==> config.mk <==
export PLATFORM = sky130hd
export DESIGN_NAME = ntc_temperature_measurement
export DESIGN_NICKNAME = d
export VERILOG_FILES = /design/src/pkg/ntc_pkg.sv /design/src/verilog/ntc_temperature_measurement.sv
export SDC_FILE = /design/constraint.sdc
export NUM_CORES = 1
export LEC_CHECK = 0
export BUFFER_PORTS_ARGS = -buffer_cell sky130_fd_sc_hd__buf_2
export CORE_MARGIN = 4
export CORE_UTILIZATION = 30
export CTS_CLUSTER_DIAMETER = 40
export CTS_CLUSTER_SIZE = 25
export DETAILED_ROUTE_END_ITERATION = 12
export PLACE_DENSITY_LB_ADDON = 0.3
export SETUP_SLACK_MARGIN = 0.2
export SLEW_MARGIN = 20
export SYNTH_ARGS = -nofsm -noshare
export SYNTH_HDL_FRONTEND = slang
export SYNTH_SLANG_ARGS = --single-unit
==> constraint.sdc <==
create_clock -name clk -period 8.55 [get_ports clk]
set_input_delay 0.855 -clock clk [delete_from_list [all_inputs] [get_ports clk]]
set_output_delay 0.855 -clock clk [all_outputs]
set_load 0.03 [all_outputs]
==> src/pkg/ntc_pkg.sv <==
// Constants, register map and state type of the thermistor measurement block
package ntc_pkg;
   localparam int CH_N = 5;
   localparam int NW = 10;
   localparam int IW = 2;
   localparam int EVW = 3;
   // Register byte offsets
   localparam logic [7:0] A_CTRL = 8'h00;
   localparam logic [7:0] A_PDSEL = 8'h04;
   localparam logic [7:0] A_THR = 8'h08;
   localparam logic [7:0] A_RES0 = 8'h0C;
   localparam logic [7:0] A_FAULT = 8'h20;
   localparam logic [7:0] A_GDIAG = 8'h24;
   localparam logic [7:0] A_ITEMP = 8'h28;
   localparam logic [7:0] A_DRES = 8'h2C;
   localparam logic [7:0] A_IRQST = 8'h30;
   localparam logic [7:0] A_IRQMSK = 8'h34;
   // Field positions
   localparam int F_DIAG_EN = 5;
   localparam int F_OTIDX = 10;
   localparam int F_RIDX = 10;
   localparam int F_RPD = 12;
   localparam int F_RVAL = 13;
   localparam int F_SHORT = 5;
   localparam int F_OPEN = 10;
   localparam int EV_RES = 0;
   localparam int EV_FLT = 1;
   localparam int EV_DIAG = 2;
   // Code thresholds
   localparam logic [NW-1:0] OVF_TH = 10'h3E8;
   localparam logic [NW-1:0] UNF_TH = 10'h0C8;
   localparam logic [NW-1:0] OPEN_TH = 10'h3FF;
   localparam logic [NW-1:0] SHORT_TH = 10'h040;
   localparam logic [NW-1:0] THR_RST = 10'h0C8;
   // Source indexes: 0=320uA, 1=80uA, 2=20uA, 3=5uA
   localparam logic [IW-1:0] IDX_LARGE = 2'h0;
   localparam logic [IW-1:0] IDX_SMALL = 2'h3;
   localparam logic [IW-1:0] IDX_DIAG = 2'h2;
   localparam logic [IW-1:0] OTIDX_RST = 2'h0;
   localparam logic [2:0] ADC_CH_DIAG = 3'h5;
   localparam logic [1:0] MAX_PER_RR = 2'h2;
   localparam logic [CH_N-1:0] CHEN_RST = 5'h1F;
   // Internal sensor: deg C = 547.3 - code * lsb; higher code is colder
   localparam real ITEMP_OFFSET_C = 547.3;
   typedef enum logic [2:0] {ST_IDLE, ST_PICK, ST_CONV, ST_DIAG} state_type;
endpackage

==> src/verilog/ntc_temperature_measurement.sv <==
// Thermistor bias, source selection, results and fault flags with a Wishbone slave
// Operation
// - five thermistor channels, shared converter in turn
// - bias selected channel, then convert its voltage
// - pick best of four sources automatically
// - at most two measurements per round robin
// - collision delay switches bias sources off
// - store 2-bit source index with result
// - pull-down closed on selected thermistor inputs
// - result shows pull-down was active
// - valid set on store, cleared on read
// - open at 1023 smallest, short at 64 largest
// - per-channel overtemp, short, open flags
// - any fault sets summary bit
// - writing zero clears summary and fault flags
// - threshold and comparison source are configurable
// - diag resistor uses channel 0 source 2
// - store internal temperature code
//
// Added by the designer: the address map and the Wishbone interface to the registers.
`timescale 1ns/1ns
`default_nettype none
module ntc_temperature_measurement import ntc_pkg::*; (
   // Clock and reset
   input wire logic clk,
   input wire logic rst_b,
   // Wishbone slave
   input wire logic wb_cyc_i,
   input wire logic wb_stb_i,
   input wire logic wb_we_i,
   input wire logic [7:0] wb_adr_i,
   input wire logic [3:0] wb_sel_i,
   input wire logic [31:0] wb_dat_i,
   output logic [31:0] wb_dat_o,
   output logic wb_ack_o,
   // Round robin scheduler
   input wire logic rr_start,
   input wire logic rr_collision,
   input wire logic aux_manual_start,
   // Shared converter
   output logic adc_req,
   output logic [2:0] adc_chan,
   input wire logic adc_done,
   input wire logic [NW-1:0] adc_result,
   input wire logic int_temp_done,
   input wire logic [NW-1:0] int_temp_code,
   // Analog controls
   output logic [CH_N-1:0] bias_enable,
   output logic [IW-1:0] bias_source_index,
   output logic [CH_N-1:0] pulldown_enable,
   // Interrupt
   output logic irq
);
   state_type state_r;
   logic [2:0] cur_r, ptr_r;
   logic [1:0] meas_cnt_r;
   logic [CH_N-1:0] chan_en_r;
   logic diag_en_r;
   logic [CH_N-1:0] pd_sel_r;
   logic [NW-1:0] thr_r;
   logic [IW-1:0] ot_idx_r;
   logic [NW-1:0] res_code_r [CH_N];
   logic [IW-1:0] res_idx_r [CH_N];
   logic [IW-1:0] src_r [CH_N];
   logic [CH_N-1:0] res_pd_r, valid_r;
   logic [CH_N-1:0] ot_f_r, sh_f_r, op_f_r;
   logic summary_r;
   logic [NW-1:0] int_temp_r, diag_res_r;
   logic [EVW-1:0] irq_st_r, irq_mask_r;
   logic acc, wr, rd;
   logic [31:0] wm, rd_val;
   logic [2:0] rch;
   logic meas_done, diag_done;
   logic is_open, is_short, is_ot;
   logic [CH_N-1:0] cur_oh;
   logic [2:0] nxt_ch;
   logic sum_clr;
   function automatic logic [31:0] lane_mask(input logic [3:0] sel);
      logic [31:0] m;
      m = '0;
      for (int i = 0; i < 4; i++) begin
         if (sel[i]) begin
            m[i*8 +: 8] = 8'hFF;
         end
      end
      return m;
   endfunction
   // Channel of a result register, or CH_N when the address is not one
   function automatic logic [2:0] res_chan(input logic [7:0] a);
      logic [2:0] c;
      c = 3'(CH_N);
      for (int i = 0; i < CH_N; i++) begin
         if (a == A_RES0 + 8'(4 * i)) begin
            c = 3'(i);
         end
      end
      return c;
   endfunction
   // Next enabled channel after the pointer, wrapping
   function automatic logic [2:0] next_chan(input logic [CH_N-1:0] en, input logic [2:0] p);
      logic [2:0] c;
      logic hit;
      int k;
      c = p;
      hit = 1'b0;
      for (int i = 1; i <= CH_N; i++) begin
         k = (int'(p) + i) % CH_N;
         if (!hit && en[k]) begin
            c = 3'(k);
            hit = 1'b1;
         end
      end
      return c;
   endfunction
   assign acc = wb_cyc_i && wb_stb_i && !wb_ack_o;
   assign wr = acc && wb_we_i;
   assign rd = acc && !wb_we_i;
   assign wm = lane_mask(wb_sel_i);
   assign rch = res_chan(wb_adr_i);
   assign nxt_ch = next_chan(chan_en_r, ptr_r);
   assign cur_oh = CH_N'(1) << cur_r;
   assign meas_done = (state_r == ST_CONV) && adc_done && !rr_collision;
   assign diag_done = (state_r == ST_DIAG) && adc_done && !rr_collision;
   assign is_open = (adc_result >= OPEN_TH) && (bias_source_index == IDX_SMALL);
   assign is_short = (adc_result <= SHORT_TH) && (bias_source_index == IDX_LARGE);
   // Low voltage at the comparison current means low resistance, so hot
   assign is_ot = (bias_source_index == ot_idx_r) && (adc_result < thr_r) && !is_short;
   assign sum_clr = wr && (wb_adr_i == A_GDIAG) && wm[0] && !wb_dat_i[0];

   always_comb begin
      rd_val = '0;
      if (wb_adr_i == A_CTRL) begin
         rd_val[CH_N-1:0] = chan_en_r;
         rd_val[F_DIAG_EN] = diag_en_r;
      end else if (wb_adr_i == A_PDSEL) begin
         rd_val[CH_N-1:0] = pd_sel_r;
      end else if (wb_adr_i == A_THR) begin
         rd_val[NW-1:0] = thr_r;
         rd_val[F_OTIDX +: IW] = ot_idx_r;
      end else if (rch != 3'(CH_N)) begin
         rd_val[NW-1:0] = res_code_r[rch];
         rd_val[F_RIDX +: IW] = res_idx_r[rch];
         rd_val[F_RPD] = res_pd_r[rch];
         rd_val[F_RVAL] = valid_r[rch];
      end else if (wb_adr_i == A_FAULT) begin
         rd_val[CH_N-1:0] = ot_f_r;
         rd_val[F_SHORT +: CH_N] = sh_f_r;
         rd_val[F_OPEN +: CH_N] = op_f_r;
      end else if (wb_adr_i == A_GDIAG) begin
         rd_val[0] = summary_r;
      end else if (wb_adr_i == A_ITEMP) begin
         rd_val[NW-1:0] = int_temp_r;
      end else if (wb_adr_i == A_DRES) begin
         rd_val[NW-1:0] = diag_res_r;
      end else if (wb_adr_i == A_IRQST) begin
         rd_val[EVW-1:0] = irq_st_r;
      end else if (wb_adr_i == A_IRQMSK) begin
         rd_val[EVW-1:0] = irq_mask_r;
      end
   end

   // Bus answer: ack one cycle after the request, unmapped reads return zero
   always_ff @(posedge clk or negedge rst_b) begin
      if (!rst_b) begin
         wb_ack_o <= 1'b0;
         wb_dat_o <= '0;
      end else begin
         wb_ack_o <= acc;
         if (rd) begin
            wb_dat_o <= rd_val;
         end
      end
   end

   // Software configuration
   always_ff @(posedge clk or negedge rst_b) begin
      if (!rst_b) begin
         chan_en_r <= CHEN_RST;
         diag_en_r <= 1'b0;
         pd_sel_r <= '0;
         thr_r <= THR_RST;
         ot_idx_r <= OTIDX_RST;
         irq_mask_r <= '0;
      end else if (wr) begin
         if (wb_adr_i == A_CTRL) begin
            chan_en_r <= (chan_en_r & ~wm[CH_N-1:0]) | (wb_dat_i[CH_N-1:0] & wm[CH_N-1:0]);
            if (wm[F_DIAG_EN]) begin
               diag_en_r <= wb_dat_i[F_DIAG_EN];
            end
         end else if (wb_adr_i == A_PDSEL) begin
            pd_sel_r <= (pd_sel_r & ~wm[CH_N-1:0]) | (wb_dat_i[CH_N-1:0] & wm[CH_N-1:0]);
         end else if (wb_adr_i == A_THR) begin
            thr_r <= (thr_r & ~wm[NW-1:0]) | (wb_dat_i[NW-1:0] & wm[NW-1:0]);
            if (wm[F_OTIDX]) begin
               ot_idx_r <= wb_dat_i[F_OTIDX +: IW];
            end
         end else if (wb_adr_i == A_IRQMSK) begin
            irq_mask_r <= (irq_mask_r & ~wm[EVW-1:0]) | (wb_dat_i[EVW-1:0] & wm[EVW-1:0]);
         end
      end
   end

   // Sequencer: a collision in any state but ST_IDLE aborts and drops the bias at once
   always_ff @(posedge clk or negedge rst_b) begin
      if (!rst_b) begin
         state_r <= ST_IDLE;
         cur_r <= '0;
         ptr_r <= 3'(CH_N - 1);
         meas_cnt_r <= '0;
         adc_req <= 1'b0;
         adc_chan <= '0;
         bias_enable <= '0;
         bias_source_index <= IDX_LARGE;
      end else if (rr_collision && state_r != ST_IDLE) begin
         state_r <= ST_IDLE;
         bias_enable <= '0;
         adc_req <= 1'b0;
      end else begin
         case (state_r)
            ST_IDLE: begin
               if (aux_manual_start && diag_en_r) begin
                  state_r <= ST_DIAG;
                  adc_req <= 1'b1;
                  adc_chan <= ADC_CH_DIAG;
                  bias_enable <= CH_N'(1);
                  bias_source_index <= IDX_DIAG;
               end else if (rr_start) begin
                  state_r <= ST_PICK;
                  meas_cnt_r <= '0;
               end
            end
            ST_PICK: begin
               if (meas_cnt_r == MAX_PER_RR || chan_en_r == '0) begin
                  state_r <= ST_IDLE;
               end else begin
                  state_r <= ST_CONV;
                  cur_r <= nxt_ch;
                  ptr_r <= nxt_ch;
                  meas_cnt_r <= meas_cnt_r + 2'h1;
                  adc_req <= 1'b1;
                  adc_chan <= nxt_ch;
                  bias_enable <= CH_N'(1) << nxt_ch;
                  bias_source_index <= src_r[nxt_ch];
               end
            end
            ST_CONV: begin
               if (adc_done) begin
                  state_r <= ST_PICK;
                  adc_req <= 1'b0;
                  bias_enable <= '0;
               end
            end
            ST_DIAG: begin
               if (adc_done) begin
                  state_r <= ST_IDLE;
                  adc_req <= 1'b0;
                  bias_enable <= '0;
               end
            end
            default: begin
               state_r <= ST_IDLE;
            end
         endcase
      end
   end

   // Per-channel result, valid flag and source choice
   for (genvar g = 0; g < CH_N; g++) begin : g_ch
      logic store;
      logic rd_clr;
      assign store = meas_done && (cur_r == 3'(g));
      assign rd_clr = rd && (rch == 3'(g));
      always_ff @(posedge clk or negedge rst_b) begin
         if (!rst_b) begin
            res_code_r[g] <= '0;
            res_idx_r[g] <= IDX_LARGE;
            res_pd_r[g] <= 1'b0;
            src_r[g] <= IDX_LARGE;
         end else if (store) begin
            res_code_r[g] <= adc_result;
            res_idx_r[g] <= bias_source_index;
            res_pd_r[g] <= pulldown_enable[g];
            if (adc_result > OVF_TH && src_r[g] != IDX_SMALL) begin
               src_r[g] <= src_r[g] + 2'h1;
            end else if (adc_result < UNF_TH && src_r[g] != IDX_LARGE) begin
               src_r[g] <= src_r[g] - 2'h1;
            end
         end
      end
      // A store in the same cycle as the read keeps the flag set
      always_ff @(posedge clk or negedge rst_b) begin
         if (!rst_b) begin
            valid_r[g] <= 1'b0;
         end else if (store) begin
            valid_r[g] <= 1'b1;
         end else if (rd_clr) begin
            valid_r[g] <= 1'b0;
         end
      end
   end

   // Fault flags and summary; a new fault outranks the software clear
   always_ff @(posedge clk or negedge rst_b) begin
      if (!rst_b) begin
         ot_f_r <= '0;
         sh_f_r <= '0;
         op_f_r <= '0;
         summary_r <= 1'b0;
      end else begin
         ot_f_r <= (sum_clr ? '0 : ot_f_r) | (meas_done && is_ot ? cur_oh : '0);
         sh_f_r <= (sum_clr ? '0 : sh_f_r) | (meas_done && is_short ? cur_oh : '0);
         op_f_r <= (sum_clr ? '0 : op_f_r) | (meas_done && is_open ? cur_oh : '0);
         if (meas_done && (is_ot || is_short || is_open)) begin
            summary_r <= 1'b1;
         end else if (sum_clr) begin
            summary_r <= 1'b0;
         end
      end
   end

   // Internal temperature and diagnosis resistor codes
   always_ff @(posedge clk or negedge rst_b) begin
      if (!rst_b) begin
         int_temp_r <= '0;
         diag_res_r <= '0;
      end else begin
         if (int_temp_done) begin
            int_temp_r <= int_temp_code;
         end
         if (diag_done) begin
            diag_res_r <= adc_result;
         end
      end
   end

   always_ff @(posedge clk or negedge rst_b) begin
      if (!rst_b) begin
         pulldown_enable <= '0;
      end else begin
         pulldown_enable <= pd_sel_r;
      end
   end

   // Sticky events, cleared by reading the status register
   always_ff @(posedge clk or negedge rst_b) begin
      if (!rst_b) begin
         irq_st_r <= '0;
         irq <= 1'b0;
      end else begin
         irq_st_r[EV_RES] <= meas_done || (irq_st_r[EV_RES] && !(rd && wb_adr_i == A_IRQST));
         irq_st_r[EV_FLT] <= (meas_done && (is_ot || is_short || is_open))
                             || (irq_st_r[EV_FLT] && !(rd && wb_adr_i == A_IRQST));
         irq_st_r[EV_DIAG] <= diag_done || (irq_st_r[EV_DIAG] && !(rd && wb_adr_i == A_IRQST));
         irq <= |(irq_st_r & irq_mask_r);
      end
   end
endmodule // ntc_temperature_measurement
`default_nettype wire

==> results of run 1 <==
power breakdown:
part / switching, mW / internal, mW / total (mW)
Combinational: 0.223 / 0.114 / 0.337
Clock: 0.404 / 0.419 / 0.822
Sequential: 0.0308 / 0.905 / 0.936
layout by cell type, fill, tap and decap left out, types with 12 or more instances in the layout:
cell       count
nand2b_1      14
or3_1         14
ha_1          32
clkbuf_16     17
nand2_1      288
a221oi_1      18
a21oi_1       51
nand3_1       12
a21o_1        17
nor2_1        64
buf_4         12
nor3_1        19
o21ai_0       50
inv_1         32
conb_1        17
dfrtp_1      177
mux2_2        64
buf_2         83
layer usage:
| metal | vias up | part of all wire [%] |
|---|---|---|
| li1 | 4342 | - |
| met3 | 35 | 6.4 |
| met2 | 342 | 45 |
| met1 | 4650 | 47 |
| met5 | - | 0.041 |
| met4 | 2 | 1.5 |
area by class of cell:
| cell class | instances | area share (%) |
|---|---|---|
| tap | 461 | 4.71 |
| sequential | 186 | 38.1 |
| multi-input combinational | 906 | 46.8 |
| inverter | 35 | 1.07 |
| timing repair buffer | 97 | 4.33 |
| clock buffer | 17 | 3.48 |
| clock inverter | 15 | 1.47 |
worst max-delay path, cell delays in order, from the launching register on:
cell      delay [ns]
dfrtp_1         0.33
buf_4           0.41
clkinv_1        0.53
ha_1            0.44
buf_4           0.23
ha_1            0.26
nor4b_2         0.35
a211oi_1        0.13
xnor2_1         0.40
ha_1            0.27
nand2b_1        0.08
a32oi_1         0.40
o311ai_1        0.18
a32o_1          0.28
or3b_1          0.37
a211oi_2        0.42
a31o_4          0.24
nor2_4          0.06
a311oi_2        0.33
a221oi_2        0.05
worst paths after layout:
path                                        end  slack (ns)
max                        bias_source_index[1]        2.63
min in group clk             pulldown_enable[1]        0.42
min reg2reg                  pulldown_enable[1]        0.42
min                                res_idx_r[9]        0.38
max in group asynchronous         diag_res_r[4]        6.43
max reg2reg                bias_source_index[1]        2.63
kinds of logic (layout without fill, tap and decap cells):
| group | after synthesis | after routing | share of synthesized area [%] |
|---|---|---|---|
| and+or+nand+nor | 482 | 482 | 19.9 |
| AOI/OAI and AO/OA | 284 | 284 | 19.0 |
| DFF | 186 | 186 | 42.9 |
| buffers and inverters | 120 | 164 | 5.01 |
| muxes | 79 | 79 | 8.30 |
| adders and majority gates | 32 | 32 | 3.68 |
| xor gates and xnor gates | 12 | 12 | 1.17 |
| other | 1 | 17 | 0.0345 |
stage by stage:
step,power (mW),cell area (um2),instances
finish,2.09,12200,1717
global route,2.18,12200,1717
CTS,2.11,12200,1717
detailed placement,1.29,11600,1685
global placement,1.28,11600,1685
floorplan,1.18,10900,1212
==> results.py, run 1 <==
metrics = {
    "timing": {
        "layout_min_cycle_time_ns": 5.92,
        "maxSlewHeadroom_pct": 24.6,
        "holdWs_ns": 0.381,
        "period_share_pct": 69.2,
        "rsz0062_at_grt": "no",
        "timing.final.max_slew_violations": 0,
        "setup_viol": 0,
        "hold_viol": 0,
        "setup_ws_ns": 2.63,
        "max_slew.worst_pin.slew_ns": 1.13,
        "clock_skew_ns": 0.0140,
        "fmax_ghz": 0.169,
        "finalSetupTns_ns": 0,
    },
    "global_routing": {
        "antenna_found_initial": 2,
        "grt_pass1_wl_um": 53300,
        "overflow": 0,
        "use_met1_pct": 25.9,
        "grt.busiest_layer": "met2",
        "grt_usage_pct": 17.4,
        "grt_start_max_net_pins": 79,
        "use_met2_pct": 26.5,
        "gr-usage-met3_pct": 2.89,
        "grt_pass1_vias": 9003,
    },
    "cts": {
        "clk_latency_ns": 0.45,
        "cts_resized": 0,
        "cts_tree": "yes",
        "htree_levels": 4,
        "cts_num_sinks": 186,
        "path_clk_slew_ns": 0.08,
        "hold_buffers": 0,
        "clockBufferDepth": 2,
        "post_cts_buffers": 0,
        "numCtsBuffers": 17,
        "clock-root-buffer": "clkbuf_16",
    },
    "cells_and_area": {
        "seqCellArea_um2": 4670,
        "final_nets": 1349,
        "final_core_util_pct": 34.3,
        "post_route_cells_drive_above_1_share_pct": 18.9,
        "multi_input_area_um2": 5730,
        "syn_to_final_growth_pct": 12.6,
        "num_antenna_cells": 0,
        "fill_cells": 3658,
    },
    "setup_path": {
        "reg2regPathDepth": 19,
        "cp_data_arrival_time_ns": 6.23,
        "startpoint": "cur_r[0]",
        "path_max_fanout": 41,
        "cp-end-kind": "register",
        "rr_startpoint": "cur_r[0]",
        "startpoint_type": "register",
        "path_class": "register to register",
        "cp.required_ns": 8.87,
    },
    "yosys": {
        "ys_seq_area_share_pct": 42.9,
        "ys_warn_count": 0,
        "synthFlopType": "dfrtp_1",
        "synth.largest_area_cell": "dfrtp_1",
        "netlist_instances": 1196,
        "ys_types": 98,
        "synth_most_common_cell": "nand2_1",
        "yosys_register_bits": 186,
        "synth_edf_count": 0,
        "async_flop_share_pct": 100,
        "yosys-top-cells-area": "dfrtp_1 41%, nand2_1 9.9%, mux2_2 6.6%",
        "postSynthAreaPerCell_um2": 9.09,
        "ys_top_cells_by_count": "288 x nand2_1, 177 x dfrtp_1, 64 x mux2_2, 64 x nor2_1, 55 x clkbuf_1",
        "syn_area_um2": 10900,
        "yosys.area.top_type_share_pct": 40.7,
    },
    "place": {
        "post-place-ws_ns": 2.66,
        "gp_congestion": 0.846,
        "numPortBuffers": 84,
        "place_hpwl_um": 24100,
    },
    "status": {
        "outcome": "finished clean",
    },
    "floorplan": {
        "dieArea_um2": 39300,
        "rows": 69,
        "start_util_pct": 30.5,
        "core_area_um2": 35700,
        "die_w_um": 198,
        "ios": 124,
        "fp.dieH_um": 198,
    },
    "drt": {
        "routed_via_density": 5.46,
        "wl_um": 34100,
        "initialDrtViolationCount": 785,
        "drt_first_pass_iters": 5,
        "ant_nets": 0,
        "num_vias": 9371,
        "avgRoutedWirePerCell_um": 19.9,
        "drc": 0,
    },
    "power": {
        "total_leakage_power_nw": 5.69,
        "peakVddDrop_v": 0.000147,
        "power.density_nw_per_um2": 171,
    },
    "job": {
        "max_cap_viol_count": 0,
    },
    "hold_path": {
        "hold_path_class": "input port to async pin",
    },
}
No activity file was read; power rests on OpenSTA's default activity.
==> inputs of run 2 (changes only) <==
==> constraint.sdc (replaced) <==
create_clock -name clk -period 5.3 [get_ports clk]
set_input_delay 0.53 -clock clk [delete_from_list [all_inputs] [get_ports clk]]
set_output_delay 0.53 -clock clk [all_outputs]
set_load 0.03 [all_outputs]
==> results.py, run 2 (synthesis gave the netlist of run 1 again) <==
metrics = {
    "cts": {
        "path_clk_slew_ns": 0.07,
        "cts_tree": "yes",
        "hold_buffers": 0,
        "clock-root-buffer": "clkbuf_16",
        "htree_levels": 4,
        "clockBufferDepth": 2,
        "clk_latency_ns": 0.45,
        "cts_num_sinks": 186,
        "numCtsBuffers": 17,
    },
    "timing": {
        "period_share_pct": 90.1,
        "clock_skew_ns": 0.00928,
        "max_slew.worst_pin.slew_ns": 0.966,
        "timing.final.max_slew_violations": 0,
        "finalSetupTns_ns": 0,
        "rsz0062_at_grt": "no",
        "setup_viol": 0,
        "layout_min_cycle_time_ns": 4.78,
        "fmax_ghz": 0.209,
        "hold_viol": 0,
        "maxSlewHeadroom_pct": 35.4,
    },
    "drt": {
        "wl_um": 34500,
        "drc": 0,
        "ant_nets": 0,
        "num_vias": 9378,
        "routed_via_density": 5.41,
        "drt_first_pass_iters": 9,
        "initialDrtViolationCount": 805,
        "avgRoutedWirePerCell_um": 19.9,
    },
    "floorplan": {
        "die_w_um": 198,
        "start_util_pct": 30.5,
        "core_area_um2": 35700,
        "rows": 69,
        "ios": 124,
        "dieArea_um2": 39300,
        "fp.dieH_um": 198,
    },
    "power": {
        "seqPwrFrac_pct": 42.1,
        "peakVddDrop_v": 0.000264,
        "p_comb_share_pct": 15.9,
        "power.density_nw_per_um2": 286,
        "swShare_pct": 29.2,
        "p_int_mw": 2.53,
        "clkPwrFrac_pct": 42.0,
        "total_leakage_power_nw": 5.82,
        "p_sw_mw": 1.04,
    },
    "global_routing": {
        "grt_usage_pct": 17.5,
        "antenna_found_initial": 0,
        "grt_pass1_wl_um": 54100,
        "grt_start_max_net_pins": 106,
        "grt_pass1_vias": 9191,
        "overflow": 0,
    },
    "cells_and_area": {
        "post_route_cells_drive_above_1_share_pct": 20.1,
        "num_antenna_cells": 0,
        "fill_cells": 3702,
        "final_nets": 1366,
        "mostFrequentLayoutCells": "288 x nand2_1, 177 x dfrtp_1, 83 x buf_2",
        "final_common_cell": "nand2_1",
        "syn_to_final_growth_pct": 14.7,
        "final_core_util_pct": 35.0,
    },
    "setup_path": {
        "critPathBufInv": 2,
        "cp.required_ns": 5.61,
        "cp_data_arrival_time_ns": 5.09,
        "crit_chain": "inv_1 -> buf_4 -> ha_1 -> ha_1 -> nor4b_2 -> a211oi_1 -> xnor2_2 -> ha_1 -> nand2b_1 -> a32oi_1 -> o311ai_1 -> a32o_1 -> or3b_1 -> a211oi_2 -> a31o_4 -> nor2_4 -> a311oi_2 -> a221oi_2",
        "crit_top_cell": "ha_1",
        "path_class": "register to register",
        "crit_slowest_cell": "a211oi_2",
        "startpoint_type": "register",
        "crit_path_max_incr_delay_ns": 0.43,
        "cp-end-kind": "register",
        "path_max_fanout": 10,
        "cpLargestDelayFamily": "compound AO/OA/AOI/OAI gates",
    },
    "place": {
        "gp_congestion": 0.887,
        "numPortBuffers": 84,
        "place_hpwl_um": 24500,
    },
    "status": {
        "outcome": "finished clean",
    },
    "hold_path": {
        "hold_path_class": "input port to async pin",
    },
    "job": {
        "max_cap_viol_count": 0,
    },
}
run 2: stage by stage:
stage | std cells | setup WS (ns) | total power, mW | hold WS [ns] | cell area, um2
after floorplan | 1212 | 0.673 | 1.91 | 0.234 | 10900
after global placement | 1702 | 0.603 | 2.08 | 0.383 | 11800
after detailed placement | 1702 | 0.465 | 2.09 | 0.393 | 11800
after CTS | 1734 | 0.439 | 3.59 | 0.244 | 12400
after global routing | 1734 | 0.201 | 3.71 | 0.293 | 12500
final | 1734 | 0.524 | 3.57 | 0.197 | 12500
run 2: path summary, 6_finish.rpt:
kind / cells after the start / endpoint / slack, ns / start
worst max-delay path: 18 / bias_source_index[1] / 0.52 / cur_r[1]
worst min-delay path: 1 / res_idx_r[7] / 0.20 / rst_b
worst max register to register: 18 / bias_source_index[1] / 0.52 / cur_r[1]
worst min register to register: 0 / pulldown_enable[1] / 0.41 / register
max in group asynchronous: 2 / res_code_r[39] / 3.97 / rst_b
min in group clk: 2 / int_temp_r[9] / 0.31 / int_temp_code[9]
run 2: power groups by stage:
| stage | clock network, mW | logic [mW] | registers (mW) |
|---|---|---|---|
| after floorplan | 0 | 0.362 | 1.55 |
| after global placement | 0 | 0.553 | 1.53 |
| after detailed placement | 0 | 0.560 | 1.53 |
| after CTS | 1.53 | 0.562 | 1.50 |
| after global routing | 1.58 | 0.623 | 1.51 |
| final | 1.50 | 0.566 | 1.50 |
run 2: area by class of cell:
class                           count  area (um2)  share of cell area, %
Clock inverter                     14         253                   2.03
Inverter                           35         131                   1.05
Sequential cell                   186        4670                   37.4
Tap cell                          461         577                   4.62
Clock buffer                       18         439                   3.52
Multi-Input combinational cell    906        5750                   46.1
Timing Repair Buffer              114         654                   5.25
run 2: metal layers:
| layer | vias to the layer above | part of all wire [%] | track usage, % | routed length, um |
|---|---|---|---|---|
| met5 | - | 0 | 0 | 0 |
| met2 | 325 | 45 | 27.4 | 15600 |
| met1 | 4644 | 47 | 25.6 | 16100 |
| li1 | 4363 | - | - | - |
| met4 | 0 | 1.5 | 4.11 | 511 |
| met3 | 46 | 6.3 | 2.91 | 2160 |
run 2: what timing repair did:
action,in CTS,in global routing
gates resized for setup,0,2
buffers inserted,0,0
endpoints found under the setup margin,0,3
